### src/rtl/aem_defs.svh
/*
  Register offsets, field positions, reset values and path masks of the
  alert routing block. Included by the package and the modules; holds
  definitions only.
*/
`ifndef AEM_DEFS_SVH
`define AEM_DEFS_SVH

// Register indexes; byte address is four times the index.
`define AEM_IDX_ENABLE 6'h19
`define AEM_IDX_STATUS 6'h1B
`define AEM_IDX_EVENT 6'h1C
`define AEM_IDX_MASK 6'h1D
`define AEM_IDX_ROUTED 6'h1E

// Field positions of the enable register.
`define AEM_BIT_SCAN 15
`define AEM_BIT_MSMTCH 13
`define AEM_BIT_CELLOV 12
`define AEM_BIT_CELLUV 11
`define AEM_BIT_BLKOV 10
`define AEM_BIT_BLKUV 9
`define AEM_BIT_AUXOV 8
`define AEM_BIT_AUXUV 7
`define AEM_BIT_CRC 5
`define AEM_BIT_LINK 4
`define AEM_BIT_CALIB 3
`define AEM_BIT_BAL 2
`define AEM_BIT_SAFE2 1
`define AEM_BIT_SAFE1 0

// Reset values.
`define AEM_ENABLE_RST 16'h3FBF
`define AEM_MASK_RST 16'h0000

// Implemented enable bits; 14 and 6 are reserved.
`define AEM_ENABLE_WMASK 16'hBFBF

// Which alerts may reach each notification path.
`define AEM_PATH_ALERT 16'hBFBF
`define AEM_PATH_CHAIN 16'h3F9F
`define AEM_PATH_PACKET 16'h3FBF

// Bus answer latency in cycles after the request is first seen.
`define AEM_BUS_LATENCY 1

`endif

### src/rtl/aem_pkg.sv
/*
  Types of the alert routing block.
  Assumes aem_defs.svh is on the include path.
*/
`default_nettype none
`include "aem_defs.svh"

package aem_pkg;

  // Bus slave phase, Gray coded.
  typedef enum logic [1:0] {
    AEM_IDLE = 2'b00,
    AEM_ANSWER = 2'b01
  } aem_phase_t;

  // Whole state of the top module.
  typedef struct packed {
    aem_phase_t phase;
    logic [15:0] enable;
    logic [15:0] event_st;
    logic [15:0] event_mask;
    logic [15:0] prev_alert;
    logic [15:0] chain;
    logic [15:0] packet;
    logic alert;
    logic irq;
    logic [31:0] rdata;
  } aem_state_t;

endpackage

`default_nettype wire

### src/rtl/aem_route_if.sv
/*
  Carries status and enables to the routing slice and the routed
  vectors back. Used between aem_top and aem_route only.
*/
`default_nettype none

interface aem_route_if;
  logic [15:0] status;
  logic [15:0] enable;
  logic [15:0] alert_vec;
  logic [15:0] chain_vec;
  logic [15:0] packet_vec;

  modport top (
    output status,
    output enable,
    input alert_vec,
    input chain_vec,
    input packet_vec
  );

  modport route (
    input status,
    input enable,
    output alert_vec,
    output chain_vec,
    output packet_vec
  );
endinterface

`default_nettype wire

### src/rtl/aem_top.sv
/*
  Alert routing mask with its register slave.
  Holds the enable register that picks which summary alerts drive the
  hardware alert output, the 16-bit chain status vector and the alert packet,
  plus a small sticky event register with a mask for an interrupt line.

  Register map, byte address with word index in brackets:
    0x64 (0x19) alert_route_enable, read-write, reset 0x3FBF; bits 14
                and 6 are reserved, read zero and ignore writes.
    0x6C (0x1B) alert_summary_status, read-only raw status levels.
    0x70 (0x1C) sticky events, write one to clear.
    0x74 (0x1D) event mask, read-write, reset 0x0000.
    0x78 (0x1E) routed view, read-only: chain alerts in [15:0], packet
                alerts in [31:16].
    Every other word reads zero and ignores writes.

  Bus timing: every access takes exactly one wait cycle. The request is
  seen in its first cycle, where read data are captured; the next edge
  is the answer edge, with waitrequest low, where a write lands. Byte
  lanes 2 and 3 have no effect.

  Reset: RESETN is sampled on the rising edge; all enables but the scan
  bit come up set, and the event mask comes up clear.

  Trade-off: the notification outputs come from flip-flops, CHAIN_ALERT_ANY
  from an OR of the chain flops. That costs one clock of latency after a
  status or enable change, but keeps decode glitches off the pin and out
  of the chain and packet logic.

  Limitation: events fire on rising edges of enabled alert-path levels,
  so clearing an enable also stops new events of that alert, and the
  status bits themselves carry no history.

  Assumes: one clock CLK, synchronous active-low RESETN, summary status
  bits arriving as levels synchronous to CLK, and an Avalon-MM master
  with byte addresses that honours waitrequest.

*/
// The Avalon-MM interface to the registers was decided locally.
`default_nettype none
`include "aem_defs.svh"

module aem_top
  import aem_pkg::*;
#(
  parameter int ADDR_W = 8
) (
  // Clock and reset.
  input wire logic CLK,
  input wire logic RESETN,

  // Avalon-MM slave.
  input wire logic [ADDR_W-1:0] AVS_ADDRESS,
  input wire logic AVS_READ,
  input wire logic AVS_WRITE,
  input wire logic [31:0] AVS_WRITEDATA,
  input wire logic [3:0] AVS_BYTEENABLE,
  output logic [31:0] AVS_READDATA,
  output logic AVS_WAITREQUEST,

  // Summary status from the measurement and link logic.
  input wire logic [15:0] ALERT_SUMMARY_STATUS,

  // Notification outputs.
  output logic ALERT_OUT,
  output logic [15:0] CHAIN_ALERTS,
  output logic CHAIN_ALERT_ANY,
  output logic [15:0] PACKET_ALERTS,
  output logic IRQ
);

  ////////////////////////////////////////////////////////////////////////
  // Constants brought to the widths they meet.

  localparam logic [15:0] ENABLE_RST = `AEM_ENABLE_RST;
  localparam logic [15:0] ENABLE_WMASK = `AEM_ENABLE_WMASK;
  localparam logic [15:0] MASK_RST = `AEM_MASK_RST;
  localparam logic [5:0] IDX_ENABLE = `AEM_IDX_ENABLE;
  localparam logic [5:0] IDX_STATUS = `AEM_IDX_STATUS;
  localparam logic [5:0] IDX_EVENT = `AEM_IDX_EVENT;
  localparam logic [5:0] IDX_MASK = `AEM_IDX_MASK;
  localparam logic [5:0] IDX_ROUTED = `AEM_IDX_ROUTED;

  ////////////////////////////////////////////////////////////////////////
  // State, next state and the routing slice.

  aem_state_t s_q;
  aem_state_t s_d;

  aem_route_if rt_if ();

  aem_route u_route (
    .rt (rt_if.route)
  );

  // Working signals of the decode.
  logic req;
  logic commit;
  logic [5:0] idx;
  logic [15:0] wmask16;
  logic [15:0] wdata16;
  logic [15:0] rise;
  logic [15:0] clr;

  ////////////////////////////////////////////////////////////////////////
  // Named enable fields.

  // One name per implemented enable bit, so the readback below spells
  // out the field layout and a reserved bit cannot leak into it.
  logic scan_done_notify_en;
  logic cell_mismatch_notify_en;
  logic cell_over_notify_en;
  logic cell_under_notify_en;
  logic block_over_notify_en;
  logic block_under_notify_en;
  logic aux_over_notify_en;
  logic aux_under_notify_en;
  logic crc_error_notify_en;
  logic link_error_notify_en;
  logic calib_fault_notify_en;
  logic balancing_notify_en;
  logic safety_sum2_notify_en;
  logic safety_sum1_notify_en;
  logic [15:0] enable_view;

  // Field taps of the stored enable word; the bit positions sit in the
  // defs header beside the reset value, so the two cannot drift apart.
  assign scan_done_notify_en = s_q.enable[`AEM_BIT_SCAN];
  assign cell_mismatch_notify_en = s_q.enable[`AEM_BIT_MSMTCH];
  assign cell_over_notify_en = s_q.enable[`AEM_BIT_CELLOV];
  assign cell_under_notify_en = s_q.enable[`AEM_BIT_CELLUV];
  assign block_over_notify_en = s_q.enable[`AEM_BIT_BLKOV];
  assign block_under_notify_en = s_q.enable[`AEM_BIT_BLKUV];
  assign aux_over_notify_en = s_q.enable[`AEM_BIT_AUXOV];
  assign aux_under_notify_en = s_q.enable[`AEM_BIT_AUXUV];
  assign crc_error_notify_en = s_q.enable[`AEM_BIT_CRC];
  assign link_error_notify_en = s_q.enable[`AEM_BIT_LINK];
  assign calib_fault_notify_en = s_q.enable[`AEM_BIT_CALIB];
  assign balancing_notify_en = s_q.enable[`AEM_BIT_BAL];
  assign safety_sum2_notify_en = s_q.enable[`AEM_BIT_SAFE2];
  assign safety_sum1_notify_en = s_q.enable[`AEM_BIT_SAFE1];

  // reserved read zero
  // Bits 14 and 6 are tied low here whatever the stored word holds.
  assign enable_view = {
    scan_done_notify_en,
    1'b0,
    cell_mismatch_notify_en,
    cell_over_notify_en,
    cell_under_notify_en,
    block_over_notify_en,
    block_under_notify_en,
    aux_over_notify_en,
    aux_under_notify_en,
    1'b0,
    crc_error_notify_en,
    link_error_notify_en,
    calib_fault_notify_en,
    balancing_notify_en,
    safety_sum2_notify_en,
    safety_sum1_notify_en
  };

  ////////////////////////////////////////////////////////////////////////
  // Routing inputs.

  assign rt_if.status = ALERT_SUMMARY_STATUS;
  assign rt_if.enable = s_q.enable;

  ////////////////////////////////////////////////////////////////////////
  // Bus decode.

  // A request is answered one cycle after it is first seen.
  assign req = AVS_READ | AVS_WRITE;
  assign commit = req & (s_q.phase == AEM_ANSWER);

  // Byte addresses; the low two bits are ignored for aligned words.
  assign idx = AVS_ADDRESS[7:2];

  // Byte lanes 0 and 1 cover every implemented field.
  assign wmask16 = {{8{AVS_BYTEENABLE[1]}}, {8{AVS_BYTEENABLE[0]}}};
  assign wdata16 = AVS_WRITEDATA[15:0];

  // Waitrequest is high from the first cycle until the answer cycle.
  assign AVS_WAITREQUEST = req & (s_q.phase != AEM_ANSWER);

  ////////////////////////////////////////////////////////////////////////
  // Event detection.

  // Events are new enabled alerts on the hardware alert path, so the
  // interrupt follows the same masking software chose for the pin.
  assign rise = rt_if.alert_vec & ~s_q.prev_alert;

  // Write-one-to-clear strobe for the sticky events.
  always_comb begin
    clr = 16'h0000;
    if (commit && AVS_WRITE && idx == IDX_EVENT) begin
      clr = wdata16 & wmask16;
    end
  end

  ////////////////////////////////////////////////////////////////////////
  // Next state.

  always_comb begin
    s_d = s_q;

    // Phase walks idle to answer and back, one answer per request.
    case (s_q.phase)
      AEM_IDLE: begin
        if (req) begin
          s_d.phase = AEM_ANSWER;
        end
      end
      AEM_ANSWER: begin
        s_d.phase = AEM_IDLE;
      end
      default: begin
        s_d.phase = AEM_IDLE;
      end
    endcase

    // Read data is captured in the cycle before the answer, so it
    // stands in a flip-flop at the edge where waitrequest is low.
    if (req && s_q.phase == AEM_IDLE && AVS_READ) begin
      case (idx)
        IDX_ENABLE: begin
          s_d.rdata = {16'h0000, enable_view};
        end
        IDX_STATUS: begin
          s_d.rdata = {16'h0000, ALERT_SUMMARY_STATUS};
        end
        IDX_EVENT: begin
          s_d.rdata = {16'h0000, s_q.event_st};
        end
        IDX_MASK: begin
          s_d.rdata = {16'h0000, s_q.event_mask};
        end
        IDX_ROUTED: begin
          s_d.rdata = {s_q.packet, s_q.chain};
        end
        default: begin
          // Unmapped words read as zero.
          s_d.rdata = 32'h00000000;
        end
      endcase
    end

    // Writes land at the answer edge only; unmapped writes vanish.
    if (commit && AVS_WRITE) begin
      case (idx)
        IDX_ENABLE: begin
          s_d.enable = (s_q.enable & ~wmask16) |
            (wdata16 & wmask16 & ENABLE_WMASK);
        end
        IDX_MASK: begin
          s_d.event_mask = (s_q.event_mask & ~wmask16) |
            (wdata16 & wmask16);
        end
        default: begin
          s_d.enable = s_q.enable;
        end
      endcase
    end

    // A new event in the clearing cycle survives the clear.
    s_d.event_st = (s_q.event_st & ~clr) | rise;
    s_d.prev_alert = rt_if.alert_vec;

    s_d.alert = |rt_if.alert_vec;

    s_d.chain = rt_if.chain_vec;

    s_d.packet = rt_if.packet_vec;

    // Level interrupt while any unmasked sticky event stands.
    s_d.irq = |(s_d.event_st & s_d.event_mask);
  end

  ////////////////////////////////////////////////////////////////////////
  // State register.

  always_ff @(posedge CLK) begin
    if (!RESETN) begin
      s_q.phase <= AEM_IDLE;
      s_q.enable <= ENABLE_RST;
      s_q.event_st <= 16'h0000;
      s_q.event_mask <= MASK_RST;
      s_q.prev_alert <= 16'h0000;
      s_q.chain <= 16'h0000;
      s_q.packet <= 16'h0000;
      s_q.alert <= 1'b0;
      s_q.irq <= 1'b0;
      s_q.rdata <= 32'h00000000;
    end else begin
      s_q <= s_d;
    end
  end

  ////////////////////////////////////////////////////////////////////////
  // Outputs, all from flip-flops apart from waitrequest and the OR of the chain flops behind CHAIN_ALERT_ANY.

  // Registered outputs trade one cycle of latency for clean levels.
  assign ALERT_OUT = s_q.alert;
  assign CHAIN_ALERTS = s_q.chain;
  assign CHAIN_ALERT_ANY = |s_q.chain;
  assign PACKET_ALERTS = s_q.packet;
  assign IRQ = s_q.irq;
  assign AVS_READDATA = s_q.rdata;

endmodule

`default_nettype wire

### src/rtl/aem_route.sv
/*
  Per-alert routing slice: gates each summary status bit by its enable
  and by the paths that alert may take. Purely combinational.
  Assumes the enable word already has reserved bits cleared.
*/
`default_nettype none
`include "aem_defs.svh"

module aem_route
  import aem_pkg::*;
(
  // Routing connection.
  aem_route_if.route rt
);

  localparam logic [15:0] PATH_ALERT = `AEM_PATH_ALERT;
  localparam logic [15:0] PATH_CHAIN = `AEM_PATH_CHAIN;
  localparam logic [15:0] PATH_PACKET = `AEM_PATH_PACKET;

  ////////////////////////////////////////////////////////////////////////
  // One gate per alert and path; the status itself is never altered here.
  genvar i;
  generate
    for (i = 0; i < 16; i = i + 1) begin : g_bit
      assign rt.alert_vec[i] = rt.status[i] & rt.enable[i] & PATH_ALERT[i];
      assign rt.chain_vec[i] = rt.status[i] & rt.enable[i] & PATH_CHAIN[i];
      assign rt.packet_vec[i] = rt.status[i] & rt.enable[i] &
        PATH_PACKET[i];
    end
  endgenerate

endmodule

`default_nettype wire

### config.mk
export PLATFORM = sky130hd
export DESIGN_NAME = aem_top
export DESIGN_NICKNAME = d
export VERILOG_FILES = /design/src/rtl/aem_pkg.sv /design/src/rtl/aem_route_if.sv /design/src/rtl/aem_top.sv /design/src/rtl/aem_route.sv
export VERILOG_INCLUDE_DIRS = /design/src /design/src/rtl
export SDC_FILE = /design/constraint.sdc
export NUM_CORES = 1
export LEC_CHECK = 0
export BUFFER_PORTS_ARGS = -buffer_cell sky130_fd_sc_hd__buf_2
export CAP_MARGIN = 15
export CORE_MARGIN = 3
export CORE_UTILIZATION = 40
export CTS_BUF_LIST = sky130_fd_sc_hd__clkbuf_16
export CTS_CLUSTER_DIAMETER = 120
export CTS_CLUSTER_SIZE = 16
export DETAILED_ROUTE_END_ITERATION = 16
export GPL_TIMING_DRIVEN = 0
export PLACE_DENSITY_LB_ADDON = 0.1
export SYNTH_ARGS = -nofsm -noshare
export SYNTH_HDL_FRONTEND = slang
export SYNTH_SLANG_ARGS = --single-unit
export TNS_END_PERCENT = 1
### constraint.sdc
create_clock -name CLK -period 3.2 [get_ports CLK]
set_input_delay 0.32 -clock CLK [delete_from_list [all_inputs] [get_ports CLK]]
set_output_delay 0.32 -clock CLK [all_outputs]
set_load 0.005 [all_outputs]
==> impl_metrics.tcl <==
set metrics [dict create \
    synth_xor_area_share_pct 0 \
    dp_hpwl_mm 11.0 \
    crit_type "reg -> reg" \
    port-buffer-count 99 \
    power_leakage_uw 0.00260 \
    avgSynthCellArea_sq_um 8.82 \
    die_w_um 114 \
    synth_edf_count 0 \
    grt_pass1_vias 3943 \
    root_buffer "clkbuf_16" \
    synth-compound-area-share_pct 13.5 \
    relSlewSlack_pct 27.7 \
    layout-drive-gt1-share_pct 30.6 \
    cts_max_level 3 \
    place.gp.congestion 0.865 \
    fmax_mhz 390 \
    cp-start-kind "register" \
    cts_tree "built" \
    cts_hold_buf 0 \
    path_max_fanout 8 \
    powerDensity_nw_per_um2 444 \
    yosysWarnings 0 \
    num_rows 38 \
    tightest_slew_ns 1.08 \
    regArea_sq_um 1840 \
    syn_area_sq_um 4700 \
    crit_arrival_ns 2.79 \
    postSynthCellCount 533 \
    cts-buffers-inserted 9 \
    hold_ws_ns 0.168 \
    rsz0062_at_grt "false" \
    fillers 1100 \
    final_common_cell "buf_2" \
    most-common-layout-cells "buf_2, dfxtp_1, nand2_1, buf_4, mux2i_1" \
    post_cts_buffers 0 \
    cpMaxStageDelayCell "or4_1" \
    crit_path_max_incr_delay_ns 0.57 \
    grt_pass1_wl_mm 21.7 \
    seq_area_frac_synth_pct 39.2 \
    vias 4065 \
    async_flop_share_pct 0 \
    cp_num_buf_inv 0 \
    diodes 0 \
    ys_ff_latch 92 \
    cts_resized 0 \
    grt_use_total_pct 21.6 \
    grt.overflow.total 0 \
    cap_violations 0 \
    skew_ns 0.0111 \
    peakVddDrop_mv 0.251 \
    grt_max_degree 17 \
    clkTransAtPathRegs_ns 0.07 \
    post-route-min-period_ns 2.56 \
    ys.flop_type "dfxtp_1" \
    die_h_um 114 \
    clockBufferDepth 2 \
    synth_fa_ha_area_share_pct 0 \
    start_util_pct 42.1 \
    setup_viol 0 \
    cts_sinks 92 \
    maxSlewViolCount 0 \
    route.detailed.drc 0 \
    worstPathCellList "nand3_1 > nor4_4 > a21boi_0 > o21ba_1 > or4_1 > o41a_1" \
    area_growth_pct 21.4 \
    status "complete, no violations" \
    endpoint_kind "register" \
    critPathTopFamily "simple AND/OR/NAND/NOR gates" \
    multi_input_area_sq_um 2280 \
    wl_per_cell_um 17.4 \
    drt_iter0_markers 238 \
    fp.coreArea_sq_um 11200 \
    antenna_found_initial 0 \
    clock_latency_ns 0.34 \
    synthMuxAreaShare_pct 10.1 \
    fin_tns_setup_ns 0 \
    drt_first_pass_iters 5 \
    avgViaCountPerCell 5.10 \
    hold_path_class "in -> reg" \
    ant_nets 0 \
    io_pins 132 \
    routed_wl_mm 13.8 \
    hold_viol_final 0 \
    synth.distinct_cells 49 \
    fin_crit_sh_pct 80.1 \
    fin_nets 716 \
    synth_top_family_by_area "simple AND/OR/NAND/NOR gates" \
    die-area_sq_um 13100 \
    synthSimpleGateAreaFrac_pct 24.1 \
    critical_path_required_ns 3.43 \
]
stage by stage:
stage / std cells / cell area [sq um] / power (uW) / setup slack (ns) / util (%)
floorplan: 542 / 4740 / 1360 / 0.998 / -
CTS: 797 / 5710 / 2540 / 0.647 / 51.1
global placement: 781 / 5410 / 1470 / 0.457 / 48.4
detailed placement: 781 / 5410 / 1480 / 0.423 / 48.4
finish: 797 / 5710 / 2540 / 0.636 / 51.1
global route: 797 / 5710 / 2620 / 0.418 / 51.1
worst reg2reg max path, stage by stage (launching register included):
cell and delay (ns):
dfxtp_1 0.44, nand3_1 0.25, nor4_4 0.42, a21boi_0 0.20
o21ba_1 0.22, or4_1 0.57, o41a_1 0.35
metal layers:
layer / part of all wire [%] / track usage [%] / up-vias / wire length [um]
met5: 0 / 0 / - / 0
met4: 1.9 / 6.89 / 0 / 256
met3: 5.3 / 3.75 / 17 / 735
met2: 46 / 35.1 / 133 / 6390
met1: 47 / 29.1 / 1881 / 6450
li1: - / - / 2034 / -
final cells by class:
class,instances,share of cell area [%]
Sequential cell,92,32.3
Tap cell,140,3.07
Multi-Input combinational cell,357,40.0
Clock buffer,9,3.94
Timing Repair Buffer,99,8.68
Inverter,1,0.0657
Buffer,92,10.7
Clock inverter,7,1.34
kinds of logic after synthesis:
family,after synthesis
AND/OR/NAND/NOR,210
buffers and inverters,93
flip-flops,92
AO/OA/AOI/OAI,90
multiplexers,47
other,1
power by group:
group          internal [uW]  total [uW]  switching (uW)
clock                    608        1080             475
sequential              1170        1200            27.8
combinational            116         256             140
final timing paths:
check	start	end	slack, ns	cells past startpoint
setup / recovery	s_q[130]$_SDFFE_PN0N_	IRQ$_SDFF_PN0_	0.64	6
hold / removal	AVS_WRITEDATA[14]	s_q[112]$_SDFF_PN0_	0.17	2
hold reg to reg	AVS_READDATA[16]$_SDFFE_PN0P_	AVS_READDATA[16]$_SDFFE_PN0P_	0.46	2
setup reg to reg	s_q[130]$_SDFFE_PN0N_	IRQ$_SDFF_PN0_	0.64	6
cell usage after synthesis, types with 3 or more instances:
master / instances / share of area, %
nand3_1: 19 / 2.0
and3_1: 16 / 2.1
mux2_2: 5 / 1.2
o21ai_0: 13 / 1.4
nor2_1: 23 / 1.8
a21o_1: 4 / 0.64
o22ai_1: 6 / 0.80
nor2b_1: 34 / 4.5
a21boi_0: 18 / 2.9
o2bb2ai_1: 8 / 1.5
nor4_1: 5 / 0.67
buf_4: 66 / 11
buf_2: 6 / 0.64
clkbuf_1: 17 / 1.4
dfxtp_1: 92 / 39
and2b_1: 3 / 0.48
a21oi_1: 18 / 1.9
and2_1: 15 / 2.0
a222oi_1: 4 / 0.85
nand2_1: 70 / 5.6
mux2i_1: 42 / 8.9
nand4_1: 10 / 1.3
a221oi_1: 7 / 1.3
Power figures use the tool's default switching activity.
